===== config.mk =====
export PLATFORM = sky130hd
export DESIGN_NAME = amb_host
export DESIGN_NICKNAME = d
export VERILOG_FILES = /design/src/shared/amb_pkg.sv /design/src/hdl/amb_pin_sync.sv /design/src/hdl/amb_host.sv
export SDC_FILE = /design/constraint.sdc
export NUM_CORES = 1
export LEC_CHECK = 0
export ABC_AREA = 1
export BUFFER_PORTS_ARGS = -buffer_cell sky130_fd_sc_hd__buf_2
export CAP_MARGIN = 20
export CORE_UTILIZATION = 45
export DETAILED_ROUTE_END_ITERATION = 7
export PLACE_DENSITY_LB_ADDON = 0.08
export SYNTH_ARGS = -nofsm -noshare
export SYNTH_HDL_FRONTEND = slang
export SYNTH_SLANG_ARGS = --single-unit

===== constraint.sdc =====
create_clock -name clock_i -period 2.1 [get_ports clock_i]
set_input_delay 0.525 -clock clock_i [delete_from_list [all_inputs] [get_ports clock_i]]
set_output_delay 0.525 -clock clock_i [all_outputs]
set_load 0.05 [all_outputs]

===== src/shared/amb_pkg.sv =====
// package for the async byte-port memory host controller
package amb_pkg;
  localparam int ADDR_W = 15;
  localparam int DATA_W = 8;
  localparam int CLK_PERIOD_NS = 10;
  // timing figures in ns (startup in us), counts derived (least times round up)
  localparam int T_CYCLE_NS = 35;
  localparam int T_ADDR_WR_GH_NS = 18;
  localparam int T_ADDR_WR_GL_NS = 20;
  localparam int T_WR_PULSE_NS = 15;
  localparam int T_DATA_SETUP_NS = 10;
  localparam int T_WR_RECOVERY_NS = 12;
  localparam int T_HIGH_HOLD_NS = 2;
  localparam int T_OE_ACCESS_NS = 15;
  localparam int T_ADDR_ACCESS_NS = 35;
  localparam int T_OFF_CE_NS = 15;
  localparam int T_STARTUP_US = 2000;
  localparam int C_CYCLE = (T_CYCLE_NS + CLK_PERIOD_NS - 1) / CLK_PERIOD_NS;
  localparam int C_WR_PULSE_RAW =
    (((T_ADDR_WR_GL_NS > T_WR_PULSE_NS) ? T_ADDR_WR_GL_NS : T_WR_PULSE_NS)
     + CLK_PERIOD_NS - 1) / CLK_PERIOD_NS;
  localparam int C_DATA_SETUP = (T_DATA_SETUP_NS + CLK_PERIOD_NS - 1) / CLK_PERIOD_NS;
  localparam int C_WR_PULSE = (C_WR_PULSE_RAW > C_DATA_SETUP) ? C_WR_PULSE_RAW : C_DATA_SETUP;
  localparam int C_RECOVERY_RAW =
    (((T_WR_RECOVERY_NS > T_HIGH_HOLD_NS) ? T_WR_RECOVERY_NS : T_HIGH_HOLD_NS)
     + CLK_PERIOD_NS - 1) / CLK_PERIOD_NS;
  localparam int C_RECOVERY = (C_RECOVERY_RAW < 1) ? 1 : C_RECOVERY_RAW;
  // read sample point: address/drive access plus three-stage sync of data pins
  localparam int C_RD_ACCESS_RAW =
    (((T_ADDR_ACCESS_NS > T_OE_ACCESS_NS) ? T_ADDR_ACCESS_NS : T_OE_ACCESS_NS)
     + CLK_PERIOD_NS - 1) / CLK_PERIOD_NS;
  localparam int C_RD_ACCESS = C_RD_ACCESS_RAW + 3;
  localparam int C_RD_RELEASE = (T_OFF_CE_NS + CLK_PERIOD_NS - 1) / CLK_PERIOD_NS;
  localparam int C_STARTUP = (T_STARTUP_US * 1000 + CLK_PERIOD_NS - 1) / CLK_PERIOD_NS;
  localparam int CNT_W = 18;
  localparam logic [DATA_W-1:0] DATA_RST = 8'h00;

  typedef struct packed {
    logic              write;
    logic [ADDR_W-1:0] addr;
    logic [DATA_W-1:0] wdata;
  } amb_req_t;

  // pins driven toward the memory
  typedef struct packed {
    logic [ADDR_W-1:0] addr;
    logic              sel_n;
    logic              wr_n;
    logic              oe_n;
    logic [DATA_W-1:0] dq_out;
    logic              dq_oe;
  } amb_pins_t;
endpackage


===== src/hdl/amb_pin_sync.sv =====
`timescale 1ns/1ns
// three-stage synchroniser for the data pins; output valid once stages 2 and 3 agree
module amb_pin_sync
  import amb_pkg::*;
#(
  parameter int W = 8
)(
  // clock and reset
  input  wire logic         clock_i,
  input  wire logic         resetn_i,
  // pin side
  input  wire logic [W-1:0] pin_i,
  // synchronised value
  output logic      [W-1:0] sync_o
);
  logic [W-1:0] s1_ff;
  logic [W-1:0] s2_ff;
  logic [W-1:0] s3_ff;
  logic [W-1:0] val_ff;
  logic [W-1:0] nxt_val;

  // per bit: take the new level only when the two later stages agree
  genvar b;
  generate
    for (b = 0; b < W; b++)
    begin : g_bit
      always_comb
      begin
        nxt_val[b] = (s2_ff[b] == s3_ff[b]) ? s3_ff[b] : val_ff[b];
      end
    end
  endgenerate

  always_ff @(posedge clock_i)
  begin
    if (!resetn_i)
    begin
      s1_ff  <= '0;
      s2_ff  <= '0;
      s3_ff  <= '0;
      val_ff <= '0;
    end
    else
    begin
      s1_ff  <= pin_i;
      s2_ff  <= s1_ff;
      s3_ff  <= s2_ff;
      val_ff <= nxt_val;
    end
  end

  assign sync_o = val_ff;
endmodule


===== src/hdl/amb_host.sv =====
`timescale 1ns/1ns
// host controller driving an asynchronous byte-wide non-volatile memory
// Operation
// [RULE1] write strobe stays high through every read cycle
// [RULE2] address is valid no later than chip select falling in reads
// [RULE3] memory gives valid data within 15 ns of output drive
// [RULE4] memory holds old data 3 ns after an address change
// [RULE5] memory drives data no sooner than 3 ns after select falls
// [RULE6] memory floats data 15 ns after select rise, 10 ns after drive rise
// [RULE7] write happens while select and strobe are low, ends at first rise
// [RULE8] drive asserted with or after strobe fall keeps memory outputs floating
// [RULE9] raised strobe or select stays high at least 2 ns
// [RULE10] select falling edges and cycles spaced at least 35 ns
// [RULE11] address valid 18 ns before write end, 20 ns if drive low
// [RULE12] strobe low at least 15 ns, address set at its fall
// [RULE13] select low 15 ns before write end, address set at its fall
// [RULE14] write data valid 10 ns before write end, held to the edge
// [RULE15] memory floats 12 ns after strobe fall, drives 3 ns after rise
// [RULE16] select-timed write keeps memory outputs floating
// [RULE17] address stable at least 12 ns after the write ends
// [RULE18] control pins decode deselect, read and write
// [RULE19] wait 2 ms after power-up with select and strobe high
// [RULE20] power-on reset holds select and strobe high beyond startup
module amb_host
  import amb_pkg::*;
#(
  parameter int STARTUP_CYCLES = C_STARTUP
)(
  // clock and reset
  input  wire logic                      clock_i,
  input  wire logic                      resetn_i,
  // user request
  input  wire logic                      req_valid_i,
  input  amb_pkg::amb_req_t              req_i,
  output logic                           req_ready_o,
  // read answer
  output logic                           rsp_valid_o,
  output logic [amb_pkg::DATA_W-1:0]     rsp_data_o,
  // memory pins
  output amb_pkg::amb_pins_t             pins_o,
  input  wire logic [amb_pkg::DATA_W-1:0] dq_i
);
  import amb_pkg::*;

  typedef enum logic [5:0] {
    ST_STARTUP = 6'b000001,
    ST_IDLE    = 6'b000010,
    ST_READ    = 6'b000100,
    ST_RD_END  = 6'b001000,
    ST_WRITE   = 6'b010000,
    ST_RECOVER = 6'b100000
  } amb_state_t;

  amb_state_t        state_ff,  nxt_state;
  logic [CNT_W-1:0]  cnt_ff,    nxt_cnt;
  amb_pins_t         pins_ff,   nxt_pins;
  logic              ready_ff,  nxt_ready;
  logic              rvalid_ff, nxt_rvalid;
  logic [DATA_W-1:0] rdata_ff,  nxt_rdata;
  logic [DATA_W-1:0] dq_sync;

  amb_pin_sync #(
    .W (DATA_W)
  ) u_sync (
    .clock_i  (clock_i),
    .resetn_i (resetn_i),
    .pin_i    (dq_i),
    .sync_o   (dq_sync)
  );

  always_comb
  begin
    nxt_state  = state_ff;
    nxt_cnt    = cnt_ff;
    nxt_pins   = pins_ff;
    nxt_ready  = 1'b0;
    nxt_rvalid = 1'b0;
    nxt_rdata  = rdata_ff;
    unique case (state_ff)
      ST_STARTUP:
      begin
        // select and strobe stay high until the memory has settled
        nxt_pins.sel_n = 1'b1; // [RULE19]
        nxt_pins.wr_n  = 1'b1; // [RULE20]
        if (cnt_ff >= CNT_W'(STARTUP_CYCLES - 1))
        begin
          nxt_state = ST_IDLE;
          nxt_cnt   = '0;
          nxt_ready = 1'b1;
        end
        else
        begin
          nxt_cnt = cnt_ff + 1'b1;
        end
      end
      ST_IDLE:
      begin
        nxt_ready = 1'b1;
        if (req_valid_i && ready_ff)
        begin
          nxt_ready      = 1'b0;
          nxt_cnt        = '0;
          // address and select/strobe change on the same edge: zero setup allowed
          nxt_pins.addr  = req_i.addr; // [RULE2]
          nxt_pins.sel_n = 1'b0;
          if (req_i.write)
          begin
            // output drive held high through writes so memory never contends
            nxt_pins.wr_n   = 1'b0; // [RULE12]
            nxt_pins.oe_n   = 1'b1; // [RULE8]
            nxt_pins.dq_out = req_i.wdata; // [RULE14]
            nxt_pins.dq_oe  = 1'b1;
            nxt_state       = ST_WRITE;
          end
          else
          begin
            nxt_pins.wr_n  = 1'b1; // [RULE1]
            nxt_pins.oe_n  = 1'b0; // [RULE18]
            nxt_pins.dq_oe = 1'b0;
            nxt_state      = ST_READ;
          end
        end
      end
      ST_READ:
      begin
        nxt_cnt = cnt_ff + 1'b1;
        // sample at access time plus three cycles; synchroniser latency is four cycles
        if (cnt_ff >= CNT_W'(C_RD_ACCESS - 1)) // [RULE3]
        begin
          nxt_rdata      = dq_sync;
          nxt_rvalid     = 1'b1;
          nxt_pins.sel_n = 1'b1;
          nxt_pins.oe_n  = 1'b1;
          nxt_cnt        = '0;
          nxt_state      = ST_RD_END;
        end
      end
      ST_RD_END:
      begin
        // bus stays undriven until the memory has released it
        nxt_cnt = cnt_ff + 1'b1;
        if (cnt_ff >= CNT_W'(C_RD_RELEASE - 1)) // [RULE6]
        begin
          nxt_state = ST_IDLE;
          nxt_ready = 1'b1;
        end
      end
      ST_WRITE:
      begin
        nxt_cnt = cnt_ff + 1'b1;
        // pulse covers 20 ns address-to-end, 15 ns width and 10 ns data setup
        if (cnt_ff >= CNT_W'(C_WR_PULSE - 1)) // [RULE11]
        begin
          // strobe and select rise together; data held through that edge
          nxt_pins.wr_n  = 1'b1; // [RULE7]
          nxt_pins.sel_n = 1'b1; // [RULE13]
          nxt_cnt        = '0;
          nxt_state      = ST_RECOVER;
        end
      end
      ST_RECOVER:
      begin
        nxt_cnt        = cnt_ff + 1'b1;
        nxt_pins.dq_oe = 1'b0;
        // address held 12 ns after the end; also pads the cycle to 35 ns
        if ((cnt_ff >= CNT_W'(C_RECOVERY - 1)) && // [RULE17]
            (CNT_W'(C_WR_PULSE) + cnt_ff + 1'b1 >= CNT_W'(C_CYCLE - 1))) // [RULE10]
        begin
          nxt_state = ST_IDLE; // [RULE9]
          nxt_ready = 1'b1;
        end
      end
      default:
      begin
        nxt_state = ST_STARTUP;
        nxt_cnt   = '0;
      end
    endcase
  end

  always_ff @(posedge clock_i)
  begin
    if (!resetn_i)
    begin
      state_ff         <= ST_STARTUP;
      cnt_ff           <= '0;
      pins_ff.addr     <= '0;
      pins_ff.sel_n    <= 1'b1;
      pins_ff.wr_n     <= 1'b1;
      pins_ff.oe_n     <= 1'b1;
      pins_ff.dq_out   <= DATA_RST;
      pins_ff.dq_oe    <= 1'b0;
      ready_ff         <= 1'b0;
      rvalid_ff        <= 1'b0;
      rdata_ff         <= DATA_RST;
    end
    else
    begin
      state_ff  <= nxt_state;
      cnt_ff    <= nxt_cnt;
      pins_ff   <= nxt_pins;
      ready_ff  <= nxt_ready;
      rvalid_ff <= nxt_rvalid;
      rdata_ff  <= nxt_rdata;
    end
  end

  assign req_ready_o = ready_ff;
  assign rsp_valid_o = rvalid_ff;
  assign rsp_data_o  = rdata_ff;
  assign pins_o      = pins_ff;
endmodule


==> key figures <==
Outcome
  • Status: finished, final reports clean

Synthesis
  • Post-synth EDFFs: 0
  • Synth async-reset ratio: 0%
  • Compound-Gate Fraction of Synth Area: 13.2%
  • Most used DFF post-synth: dfxtp_1
  • Syn_area_per_cell: 6.87 sq um
  • Flop and latch count out of synthesis: 93
  • Register area share after synthesis: 41.7%
  • Largest family of logic cells by synthesized area: simple AND/OR/NAND/NOR gates
  • Simple-gate area share of the yosys netlist: ~33%
  • Synth Cell Area: 4470 sq um
  • Synthesized netlist cell count: 650
  • Post-Synth Adder-Cell Area: 1.12%
  • Mux cell area share after synthesis: 0%
  • Xor/xnor share of the synthesized area: less than 1%
  • Syn Nets: 689
  • Unique masters post-synth: 37
  • Synth Warn #: 0

Global routing
  • GRT Resource Usage Total: a little under a quarter
  • Vias in the first global route: 4000
  • Initial antenna violation count: 0
  • Grt ovf: 0
  • Global-route wire length before repair: about 18 mm
  • Largest net degree at the start of global routing: 34

Finish
  • Post-layout util: 58.4%
  • Fillers: between 900 and 1000
  • Share of cells above drive strength 1: 25.2%
  • Highest-count cells in the layout ignoring fill and taps: 130 x nand2_1, 120 x nor2_1, 87 x inv_1
  • Antenna diodes: 0
  • Area growth syn-to-layout: 23.2%
  • Nets: 788
  • Most common cell after layout, fill and taps aside: nand2_1

Min path
  • Hold Path Class: in2reg

Floorplan
  • Die H: 102 um
  • Starting Density: roughly 47%
  • # rows: 35
  • Core ar.: 9420 sq um
  • Die area: 10300 sq um
  • Die Wd: ~100 um
  • Top-Level Pins: 72

Timing
  • Worst-Margin Slew: roughly 480 ps
  • Final worst-path setup slack: 132 ps
  • Final setup vio count: 0
  • Fmax achieved: 0.508 GHz
  • Slew HR: between 60 and 70%
  • Final hold slack: between 300 and 400 ps
  • Max Slew Vio Count: 0
  • Final Hold Violating Endpoints: 0
  • Tcrit/Tclk final: 93.7%
  • Max Clock Skew: 12.9 ps
  • Crit path time final: 1970 ps

Critical path
  • Critical path's top delay family: simple AND/OR/NAND/NOR gates
  • Crit path DAT: approximately 2200 ps
  • Crit end category: register
  • Worst-path fanout max: 12
  • CP startpoint kind: register
  • CP max stage delay: 410 ps
  • Required @ worst endpoint: 2360 ps
  • Worst path bufs/invs: 2
  • CP Cell Sequence: nand2_1 > nor4_2 > nand3_1 > nand3_1 > nand2_1 > nor2_4 > buf_12 > o22ai_1 > nand2_1 > inv_1
  • Worst path most repeated cell: nand2_1
  • Critical path class: reg2reg
  • Critical path's slowest cell: dfxtp_2

Routing
  • Final ANT Viol Nets: 0
  • Routed wire length per instance: 12.8 um
  • Vias: 4460
  • Via/cell ratio: 5.06
  • Residual DRC: 0
  • Drt pass-1 iters: 4
  • Drt initial violations: 240
  • Drt total wl: 11.3 mm

Pwr
  • LEAKAGE: 0.00275 uW
  • PwrDens: 911 nW/um^2
  • IR drop worst, VDD: 1110 uV

Clock network
  • CTS tree: yes
  • Root Driver: clkbuf_8
  • Max Buffers Root-to-Sink: 2
  • Clk_lat worst skew: approximately 360 ps
  • CTS Buf Count: 9
  • Cts hold-fix bufs: 0
  • Total number of H-tree levels: 3
  • Clk sinks: just over 90
  • Worst-path clk slew: ~100 ps

Placed design
  • Placement Setup Slack: 34.3 ps
  • Placer congestion estimate: just under 1
  • Number of port buffers: a little over 70
  • DP HPWL: about 8.4 mm

Job
  • Max-cap violation count: 0
worst min-delay path: stages:
cell	delay (ps)
buf_2	70
nand2_1	40
inv_1	40
stage by stage:
| stage | setup TNS [ps] | power (uW) | cells | cell area [sq um] |
|---|---|---|---|---|
| after floorplan | 0 | 3070 | 650 | 4470 |
| after global placement | 0 | 3570 | 862 | 5130 |
| after detailed placement | 0 | 3600 | 862 | 5130 |
| after CTS | 0 | 4930 | 877 | 5350 |
| after global routing | -69.7 | 5290 | 882 | 5500 |
| final | 0 | 5010 | 882 | 5500 |
logic make-up after synthesis:
family / after synthesis
AND/OR/NAND/NOR: 340
flip-flops: 93
adder cells (fa/ha/maj): 4
AO/OA/AOI/OAI: 96
buffers and inverters: 113
XOR/XNOR: 4
registers in the layout, indices dropped and copies added, names as in the netlist, 6 cells and up:
register and cells:
state_ff 6, u_sync.s2_ff 8, u_sync.s3_ff 8, cnt_ff 18, u_sync.sync_o 8, rsp_data_o 8, pins_o 27, u_sync.s1_ff 8
cell usage after synthesis (6+ instances only):
library cell | number | area (sq um)
a21oi_1 | 18 | 90.1
clkbuf_1 | 7 | 26.3
nand2_1 | 136 | 510
o22ai_2 | 10 | 125
buf_2 | 6 | 30.0
nor2_2 | 8 | 50.1
dfxtp_1 | 93 | 1860
inv_1 | 89 | 334
nand4_1 | 12 | 75.1
o21ai_0 | 51 | 255
nand3_1 | 37 | 185
nor2_1 | 124 | 465
cell type report:
cell class | count | area (sq um) | area share (%)
Sequential cell | 93 | 1890 | 34.3
Inverter | 97 | 364 | 6.62
Timing Repair Buffer | 104 | 616 | 11.2
Multi-Input combinational cell | 444 | 2260 | 41.0
Clock buffer | 9 | 124 | 2.25
Clock inverter | 6 | 93.8 | 1.71
Tap cell | 129 | 161 | 2.93
per-layer routing:
| layer | part of all wire, % | vias to the layer above | global-route usage, % |
|---|---|---|---|
| met5 | 0 | - | 0 |
| met3 | 6.4 | 10 | 4.97 |
| met2 | 48 | 137 | 37.6 |
| li1 | - | 2248 | - |
| met1 | 45 | 2065 | 29.6 |
| met4 | 0.98 | 0 | 6.69 |
report_power, final:
| part | total (uW) | internal (uW) | switching, uW | leakage (uW) |
|---|---|---|---|---|
| Combinational | 1750 | 671 | 1080 | 0.00188 |
| Clock | 1320 | 675 | 647 | 0.000106 |
| Sequential | 1940 | 1870 | 75.4 | 0.000764 |
timing repair:
item,4_1_cts,5_1_grt
setup buffers,0,5
endpoints found under the setup margin,0,31
gates resized for setup,0,43
worst paths after layout:
path / depth (start not counted) / start / slack [ps] / to
worst max-delay path: 10 / cnt_ff[10] / 130 / cnt_ff[9]
worst min-delay path: 3 / dq_i[3] / 340 / u_sync.s1_ff[3]
worst max register to register: 10 / cnt_ff[10] / 130 / cnt_ff[9]
worst min register to register: 2 / u_sync.s1_ff[5] / 420 / u_sync.s2_ff[5]
(Power assumes the default switching activity.)
